==> config.mk <==
export PLATFORM = sky130hd
export DESIGN_NAME = sacc_host_flat
export DESIGN_NICKNAME = d
export VERILOG_FILES = /design/src/rtl/sacc_pkg.sv /design/src/rtl/sacc_link_if.sv /design/src/rtl/sacc_host.sv /design/src/flat_wrapper.sv
export VERILOG_INCLUDE_DIRS = /design/src /design/src/rtl
export SDC_FILE = /design/constraint.sdc
export NUM_CORES = 1
export LEC_CHECK = 0
export BUFFER_PORTS_ARGS = -buffer_cell sky130_fd_sc_hd__buf_2
export CAP_MARGIN = 20
export CORE_ASPECT_RATIO = 1.75
export CORE_MARGIN = 2
export CORE_UTILIZATION = 25
export CTS_CLUSTER_DIAMETER = 30
export CTS_CLUSTER_SIZE = 16
export DETAILED_ROUTE_END_ITERATION = 8
export GPL_ROUTABILITY_DRIVEN = 0
export GPL_TIMING_DRIVEN = 0
export PLACE_DENSITY = 0.55
export REMOVE_ABC_BUFFERS = 1
export SETUP_SLACK_MARGIN = 0.15
export SYNTH_ARGS = -nofsm -noshare
export SYNTH_HDL_FRONTEND = slang
export SYNTH_SLANG_ARGS = --single-unit
==> constraint.sdc <==
create_clock -name clk_sys -period 2.3 [get_ports clk_sys]
set_input_delay 0.115 -clock clk_sys [delete_from_list [all_inputs] [get_ports clk_sys]]
set_output_delay 0.115 -clock clk_sys [all_outputs]
set_load 0.05 [all_outputs]
==> src/rtl/sacc_cfg.svh <==
// Constants for the simultaneous converter control block.
// Assumes a 20 MHz system clock; included by package and modules.
`ifndef SACC_CFG_SVH
`define SACC_CFG_SVH
`define SACC_CLK_HZ          20000000
`define SACC_CLK_NS          50
`define SACC_CONV_TIME_NS    4000
`define SACC_CONV_CYC        ((`SACC_CONV_TIME_NS) / (`SACC_CLK_NS))
`define SACC_RANGE_SETTLE_US 80
`define SACC_SETTLE_CYC      ((`SACC_RANGE_SETTLE_US * 1000) / (`SACC_CLK_NS))
`define SACC_ACQ_CYC         20
`define SACC_RESET_CYC       4
`define SACC_CODE_STEPS      16384
`define SACC_NCHAN           8
`define SACC_DW              14
// Avalon register offsets (byte addresses)
`define SACC_REG_CTRL        4'h0
`define SACC_REG_STATUS      4'h4
`define SACC_REG_IRQ_STAT    4'h8
`define SACC_REG_IRQ_CLR     4'hc
`define SACC_REG_IRQ_EN      4'h1
// Control fields
`define SACC_CTRL_START      0
`define SACC_CTRL_SPLIT      1
`define SACC_CTRL_RANGE      2
`define SACC_CTRL_REFSEL     3
`define SACC_CTRL_RESET      4
// Interrupt bits
`define SACC_IRQ_DONE        0
`define SACC_IRQ_REFUSED     1
`define SACC_CTRL_RST_VAL    5'h04
`endif

==> src/rtl/sacc_pkg.sv <==
// Types shared by the converter control ends.
// Assumes sacc_cfg.svh constants.
`include "sacc_cfg.svh"
package sacc_pkg;
    typedef logic signed [`SACC_DW-1:0] sacc_code_t;
    typedef enum logic [1:0] {SACC_D_IDLE, SACC_D_WAIT, SACC_D_CONV}
        sacc_dev_e;
    typedef enum logic [2:0] {SACC_H_RESET, SACC_H_SETTLE, SACC_H_READY,
        SACC_H_WAIT_BUSY, SACC_H_WAIT_DONE} sacc_host_e;
endpackage : sacc_pkg

==> src/rtl/sacc_link_if.sv <==
// Conversion control pins between host and converter.
// Assumes one clock; the testbench connects both modports.
`timescale 1ns/10ps
`include "sacc_cfg.svh"
interface sacc_link_if;
    logic                    start_strobe_first_group;
    logic                    start_strobe_second_group;
    logic                    range_sel;
    logic                    ref_sel;
    logic                    dev_reset;
    logic                    busy;
    logic [`SACC_DW*`SACC_NCHAN-1:0] result;
    modport dev  (input start_strobe_first_group, start_strobe_second_group,
                  range_sel, ref_sel, dev_reset, output busy, result);
    modport host (output start_strobe_first_group,
                  start_strobe_second_group, range_sel, ref_sel, dev_reset,
                  input busy, result);
endinterface : sacc_link_if

==> src/rtl/sacc_host.sv <==
// Controller end: Avalon slave registers driving conversion pins.
// Assumes the converter end on the same clk_sys.
//
// Contract
// - Range high wide span, low narrow
// - Wait 80 us after range change
// - Pulse reset after power-up
// - Start rising edge holds channel groups
// - Busy falls after all eight, track resumes
// - Internal conversion finishes within 4 us
// - New results valid once busy low
// - Results coded two's complement
// - Transitions at half LSB points
// - Step equals span over 16384
// - Reference select high internal, low external
// - After reset use selected reference mode
// - Busy high from start until finished
// - Split strobes start at later edge
//
// Added by the designer: the Avalon-MM slave port and the register offsets.
`timescale 1ns/10ps
`include "sacc_cfg.svh"
module sacc_host
    import sacc_pkg::*;
(
    // Clock and reset
    input  wire logic        clk_sys,
    input  wire logic        rst_n,
    // Avalon-MM slave
    input  wire logic [3:0]  avs_address,
    input  wire logic        avs_read,
    input  wire logic        avs_write,
    input  wire logic [31:0] avs_writedata,
    output logic [31:0]      avs_readdata,
    output logic             avs_waitrequest,
    // Interrupt
    output logic             irq,
    // Link
    sacc_link_if.host        link
);

    typedef struct packed {
        sacc_host_e  st;
        logic [15:0] cnt;
        logic [4:0]  ctrl;
        logic        act_range;
        logic        act_ref;
        logic        split;
        logic        sa;
        logic        sb;
        logic        rst_pin;
        logic        pend;
        logic [1:0]  ist;
        logic [1:0]  ien;
        logic        wreq;
        logic [31:0] rdata;
        logic        irq;
    } sacc_host_s;
    sacc_host_s r, next_r;
    logic       acc;
    logic [1:0] ev;

    // One wait state: the ack cycle blocks a second take of a held request
    assign acc = (avs_read | avs_write) & r.wreq;

    always_comb begin
        next_r      = r;
        ev          = 2'b00;
        next_r.wreq = ~acc;
        if (acc && avs_write) begin
            case (avs_address)
                `SACC_REG_CTRL: begin
                    next_r.ctrl = avs_writedata[4:0];
                    // Refuse starts while busy or unsettled
                    if (avs_writedata[`SACC_CTRL_START]) begin
                        if (r.st == SACC_H_READY && !link.busy)
                            next_r.pend = 1'b1;
                        else
                            ev[`SACC_IRQ_REFUSED] = 1'b1;
                    end
                end
                `SACC_REG_IRQ_CLR: next_r.ist = r.ist & ~avs_writedata[1:0];
                `SACC_REG_IRQ_EN:  next_r.ien = avs_writedata[1:0];
                default: ;
            endcase
        end

        // Start is a strobe and never reads back as set
        next_r.ctrl[`SACC_CTRL_START] = 1'b0;
        next_r.rdata = 32'h0;
        if (acc && avs_read) begin
            case (avs_address)
                `SACC_REG_CTRL:   next_r.rdata = {27'h0, r.ctrl};
                `SACC_REG_STATUS: next_r.rdata = {26'h0, r.st, r.act_ref,
                                                  r.act_range, link.busy};
                `SACC_REG_IRQ_STAT: next_r.rdata = {30'h0, r.ist};
                `SACC_REG_IRQ_EN: next_r.rdata = {30'h0, r.ien};
                default:          next_r.rdata = 32'h0;
            endcase
        end

        case (r.st)
            SACC_H_RESET: begin
                // Reset pulse to the converter, at power-up or on the reset bit
                next_r.rst_pin = 1'b1;
                next_r.act_range = r.ctrl[`SACC_CTRL_RANGE];
                next_r.act_ref   = r.ctrl[`SACC_CTRL_REFSEL];
                if (r.cnt == 16'h0) begin
                    next_r.rst_pin = 1'b0;
                    next_r.st      = SACC_H_SETTLE;
                    next_r.cnt     = 16'(`SACC_SETTLE_CYC);
                end else begin
                    next_r.cnt = r.cnt - 16'h1;
                end
            end
            SACC_H_SETTLE: begin
                // Settle after reset, settle plus acquisition after range change, acquisition after conversion
                if (r.cnt == 16'h0)
                    next_r.st = SACC_H_READY;
                else
                    next_r.cnt = r.cnt - 16'h1;
            end
            SACC_H_READY: begin
                if (r.ctrl[`SACC_CTRL_RESET]) begin
                    next_r.ctrl[`SACC_CTRL_RESET] = 1'b0;
                    next_r.st  = SACC_H_RESET;
                    next_r.cnt = 16'(`SACC_RESET_CYC);
                end else if (r.ctrl[`SACC_CTRL_RANGE] != r.act_range) begin
                    // Range moves only between conversions
                    next_r.act_range = r.ctrl[`SACC_CTRL_RANGE];
                    next_r.st  = SACC_H_SETTLE;
                    next_r.cnt = 16'(`SACC_SETTLE_CYC + `SACC_ACQ_CYC);
                end else if (r.pend) begin
                    next_r.pend  = 1'b0;
                    next_r.act_ref = r.ctrl[`SACC_CTRL_REFSEL];
                    next_r.split = r.ctrl[`SACC_CTRL_SPLIT];
                    // Both strobes together, or first then second
                    next_r.sa  = 1'b1;
                    next_r.sb  = ~r.ctrl[`SACC_CTRL_SPLIT];
                    next_r.st  = SACC_H_WAIT_BUSY;
                    next_r.cnt = 16'h4;
                end
            end
            SACC_H_WAIT_BUSY: begin
                if (r.split)
                    next_r.sb = 1'b1;
                if (link.busy) begin
                    next_r.sa = 1'b0;
                    next_r.sb = 1'b0;
                    next_r.st = SACC_H_WAIT_DONE;
                end else if (r.cnt == 16'h0) begin
                    // A start the converter never took is reported
                    // as refused rather than hanging here
                    ev[`SACC_IRQ_REFUSED] = 1'b1;
                    next_r.sa  = 1'b0;
                    next_r.sb  = 1'b0;
                    next_r.st  = SACC_H_SETTLE;
                    next_r.cnt = 16'(`SACC_ACQ_CYC);
                end else begin
                    next_r.cnt = r.cnt - 16'h1;
                end
            end
            SACC_H_WAIT_DONE: begin
                // Results taken only after busy falls
                if (!link.busy) begin
                    ev[`SACC_IRQ_DONE] = 1'b1;
                    next_r.st  = SACC_H_SETTLE;
                    next_r.cnt = 16'(`SACC_ACQ_CYC);
                end
            end
            default: next_r.st = SACC_H_RESET;
        endcase

        // Event set wins over a clear in the same cycle
        next_r.ist = next_r.ist | ev;
        next_r.irq = |(next_r.ist & next_r.ien);
    end

    // Waitrequest idles high so no request is taken during reset
    always_ff @(posedge clk_sys) begin
        if (!rst_n) begin
            r.st        <= SACC_H_RESET;
            r.cnt       <= 16'(`SACC_RESET_CYC);
            r.ctrl      <= `SACC_CTRL_RST_VAL;
            r.act_range <= 1'b0;
            r.act_ref   <= 1'b0;
            r.split     <= 1'b0;
            r.sa        <= 1'b0;
            r.sb        <= 1'b0;
            r.rst_pin   <= 1'b0;
            r.pend      <= 1'b0;
            r.ist       <= 2'b00;
            r.ien       <= 2'b00;
            r.wreq      <= 1'b1;
            r.rdata     <= 32'h0;
            r.irq       <= 1'b0;
        end else begin
            r <= next_r;
        end
    end

    assign avs_readdata    = r.rdata;
    assign avs_waitrequest = r.wreq;
    assign irq             = r.irq;
    assign link.start_strobe_first_group  = r.sa;
    assign link.start_strobe_second_group = r.sb;
    assign link.range_sel = r.act_range;
    assign link.ref_sel   = r.act_ref;
    assign link.dev_reset = r.rst_pin;
endmodule : sacc_host

==> src/flat_wrapper.sv <==
// flat-port wrapper written by rule: the top's interface ports become plain ports
module sacc_host_flat import sacc_pkg::*;
  (clk_sys, rst_n, avs_address, avs_read, avs_write, avs_writedata, avs_readdata, avs_waitrequest, irq, link_start_strobe_first_group, link_start_strobe_second_group, link_range_sel, link_ref_sel, link_dev_reset, link_busy, link_result);
  sacc_link_if link_i ();
  input  wire logic clk_sys;
  input  wire logic rst_n;
  input  wire logic [3:0] avs_address;
  input  wire logic avs_read;
  input  wire logic avs_write;
  input  wire logic [31:0] avs_writedata;
  output logic [31:0] avs_readdata;
  output logic avs_waitrequest;
  output logic irq;
  output wire logic [$bits(link_i.start_strobe_first_group)-1:0] link_start_strobe_first_group;
  output wire logic [$bits(link_i.start_strobe_second_group)-1:0] link_start_strobe_second_group;
  output wire logic [$bits(link_i.range_sel)-1:0] link_range_sel;
  output wire logic [$bits(link_i.ref_sel)-1:0] link_ref_sel;
  output wire logic [$bits(link_i.dev_reset)-1:0] link_dev_reset;
  input wire logic [$bits(link_i.busy)-1:0] link_busy;
  input wire logic [$bits(link_i.result)-1:0] link_result;
  assign link_start_strobe_first_group = link_i.start_strobe_first_group;
  assign link_start_strobe_second_group = link_i.start_strobe_second_group;
  assign link_range_sel = link_i.range_sel;
  assign link_ref_sel = link_i.ref_sel;
  assign link_dev_reset = link_i.dev_reset;
  assign link_i.busy = link_busy;
  assign link_i.result = link_result;
  sacc_host u_core (.clk_sys(clk_sys), .rst_n(rst_n), .avs_address(avs_address), .avs_read(avs_read), .avs_write(avs_write), .avs_writedata(avs_writedata), .avs_readdata(avs_readdata), .avs_waitrequest(avs_waitrequest), .irq(irq), .link(link_i));
endmodule
==> impl_summary.txt <==
----------------------------------------------------
[Power]
  Total power after layout ... 0.00322 W
  Power share of the combinational group ... 42.8%
  Sequential fraction of design power ... 35.1%
  Clock group share of total power ... 22.1%
  Switching part of the total ... 41.0%
  Cell internal power dissipation ... 0.00190 W
  PwrDens ... 1080 mW/mm^2
  Switching power total ... 0.00132 W
  Maximum vdd drop ... 0.810 mV
  Leakage power figure ... 1.15 nW

[CTS]
  Clock slew seen by the registers of the worst setup and hold paths ... 0.06 ns
  H-tree lvl count ... 2
  Clock tree from TritonCTS ... done
  Bufs on Longest Clock Path ... 2
  Clock root buffer master ... clkbuf_16
  CTS Buf Count ... 5
  Insertion delay to the later sink of the worst-skew pair ... 0.29 ns
  CTS sink cnt ... 42
  Post-CTS Hold Buffers ... 0

[Die]
  Die outline area ... 0.0114 sq mm
  Chip width ... 81.7 um
  Starting density of the core ... 25.6%
  Placeable core region ... 0.0103 sq mm
  Row cnt ... 49
  Io pins ... 192
  Die Y ... 140 um

[Placement]
  Post-Place Cells ... 442
  Standard cell area after detailed placement ... 0.00268 sq mm
  Detailed Place HPWL ... 4.60 mm
  Port bufs ... 26
  Post-placement setup slack ... -0.321 ns

[Final layout]
  Proportion of layout cells with a drive suffix above 1 ... 22.8%
  Most common library cell in the layout ignoring fill and taps ... dfxtp_1
  Commonest non-fill, non-tap cells in the layout ... 37 x dfxtp_1, 26 x conb_1, 26 x buf_2, 24 x nor2_1, 20 x nand2_1
  Post-layout nets ... 483
  Diode insertion count for antenna repair ... 0
  Area Growth Syn to Fin ... 12.6%
  Final Instance Area ... 0.00297 sq mm
  Layout fillers ... 1113
  Final cell count without fillers ... 456

[Critical path]
  Critical R2R Launch ... u_core.r[52]
  Setup crit start kind ... flop
  R2R cell count ... 4
  Maximum fanout along the worst path ... 6
  Sort of element at the end of the critical path ... flop
  Data arrival at the endpoint of the critical path ... 2.27 ns
  Endpoint of the worst register-to-register path ... u_core.r[57]
  Data required time at the worst endpoint ... 2.52 ns
  Type of the worst setup path ... flop to flop
  R2r setup slk ... 0.25 ns

[Synth]
  Summed instance area of the synthesized netlist ... 0.00264 sq mm
  Cell count after synthesis ... 315
  Dominant synthesized flop cell ... dfxtp_1
  Mapped Avg Cell Area ... 8.39 sq um
  Sequential share of the synthesized area ... 31.8%
  Total of flip-flops plus latches after synthesis ... 42
  Number of warnings printed during yosys synthesis ... 0
  Fraction of registers with async set or reset after synthesis ... 0%
  Number of distinct library cell variants in the gate-level netlist after synthesis ... 64
  Number of flops mapped to enable cells by yosys ... 0

[Worst hold path]
  Worst hold path class ... primary input to flop
  Cells on Worst Hold Path ... 2
  Endpoint with the worst hold slack ... u_core.avs_waitrequest
  Hold path startpoint ... avs_read

[Route]
  Total via count in the routed design ... 2295
  Count of nets left with antenna violations after detail routing ... 0
  Avg WL per Cell ... 14.1 um
  Detailed-route vias per instance ... 5.03
  Total length of routed wires ... 6.44 mm
  Number of search-and-repair iterations in the first detailed-routing pass ... 4
  Remaining DRCs ... 0
  DRT iter0 DRCs ... 106

[Timing]
  Achievable Freq ... 488 MHz
  Unrepaired setup endpoints after global routing ... yes
  Worst-case hold slack ... 0.0596 ns
  Crit share post-route ... 89.1%
  Min Tclk post-route ... 2.05 ns
  Worst clock skew on the final layout ... 0.00448 ns
  Count of final setup violators ... 0
  Remaining max-slew budget at the tightest pin ... 25.7%
  Final Max Slew Viols ... 0
  Worst Max-Slew Pin Slew ... 1.10 ns
  Final Hold Violating Endpoints ... 0
  Setup slack of the critical path after layout ... 0.250 ns

[Global route]
  Antenna violations before repair ... 0
  First-pass GRT wire length ... 10.4 mm
  Maximum number of pins on one net before global-route repair ... 28
  Vias in the first global route ... 2157
  All-layer global routing usage ... 11.5%
  Residual overflow from global routing ... 0

[Status]
  Status ... finished clean

[Run]
  # Max-Cap Violations ... 0

----------------------------------------------------
## state kept, by name, summed over array words and instances (netlist names)
register                               count
u_core.avs_readdata                        6
u_core.avs_waitrequest                     1
u_core.irq                                 1
u_core.link.dev_reset                      1
u_core.link.range_sel                      1
u_core.link.ref_sel                        1
u_core.link.start_strobe_first_group       1
u_core.link.start_strobe_second_group      1
u_core.r                                  29
## cell type report
| cell class | instances | area (sq um) | area share (%) |
|---|---|---|---|
| multi-input cells | 241 | 1610 | 54.2 |
| flip-flops and latches | 42 | 850 | 28.6 |
| repair buffers | 31 | 180 | 6.06 |
| well taps | 127 | 159 | 5.34 |
| clock buffers | 7 | 143 | 4.80 |
| inverters | 7 | 26.3 | 0.883 |
| clock inverters | 1 | 5.00 | 0.168 |
## worst max path at each step
stage | cells past startpoint | slack [ns] | start | endpoint
floorplan | 5 | -0.20 | u_core.link.range_sel | u_core.r[51]
CTS | 7 | 0.16 | u_core.r[50] | u_core.r[54]
global placement | 4 | -0.80 | u_core.r[67] | u_core.r[51]
finish | 4 | 0.25 | u_core.r[52] | u_core.r[57]
global route | 7 | 0.12 | u_core.r[51] | u_core.r[64]
detailed placement | 5 | -0.32 | u_core.r[57] | u_core.r[51]
## power by group through the flow
stage | combinational, W | clock (W) | sequential (W)
after floorplan | 0.000914 | 0 | 0.00109
after global placement | 0.00116 | 0 | 0.00109
after detailed placement | 0.00118 | 0 | 0.00110
after CTS | 0.00124 | 0.000735 | 0.00109
after global routing | 0.00152 | 0.000762 | 0.00117
final | 0.00138 | 0.000710 | 0.00113
## cells in the mapped netlist (7+ instances only)
cell	number	area [sq um]
a21boi_0	8	60.1
nor2b_1	10	62.6
mux2i_1	9	90.1
nor2_1	24	90.1
o21ai_0	12	60.1
dfxtp_1	42	841
nand2_1	20	75.1
a21oi_1	18	90.1
o31ai_1	9	67.6
inv_1	7	26.3
clkbuf_1	14	52.6
buf_4	32	240
nand3_1	12	60.1
## metrics by stage
step	util, %	setup TNS (ns)
global route	28.9	0
floorplan	-	-1.98
global placement	25.9	-10.49
detailed placement	26.0	-3.68
CTS	28.1	0
finish	28.9	0
## repair_timing
action | in CTS | in global routing
resized for setup | 8 | 14
buffers inserted | 2 | 2
gates cloned | 0 | 2
endpoints found under the setup margin | 20 | 20
pin swaps | 3 | 4
## worst max-delay path, cell delays in order (launching register included)
cell and delay [ns]:
dfxtp_1 0.37, or4_4 0.58, or4_4 0.47, or4_4 0.43, a21oi_2 0.13
## metal layers
layer,part of all wire (%),track usage (%),vias to the layer above
met3,3.7,2.38,11
met5,0,0,-
met4,3.0,4.74,0
li1,-,-,1115
met1,36,11.6,1100
met2,57,21.8,69
## cells by family after synthesis
kind of cell | Yosys count | share of synthesized area [%]
buf+inv | 59 | 14.4
mux | 9 | 3.41
flops | 42 | 31.8
fa+ha+maj | 2 | 0.947
simple gates | 118 | 26.7
other cells | 1 | 0.142
compound gates | 79 | 20.7
xor+xnor | 5 | 1.94
Power figures use the tool's default switching activity.
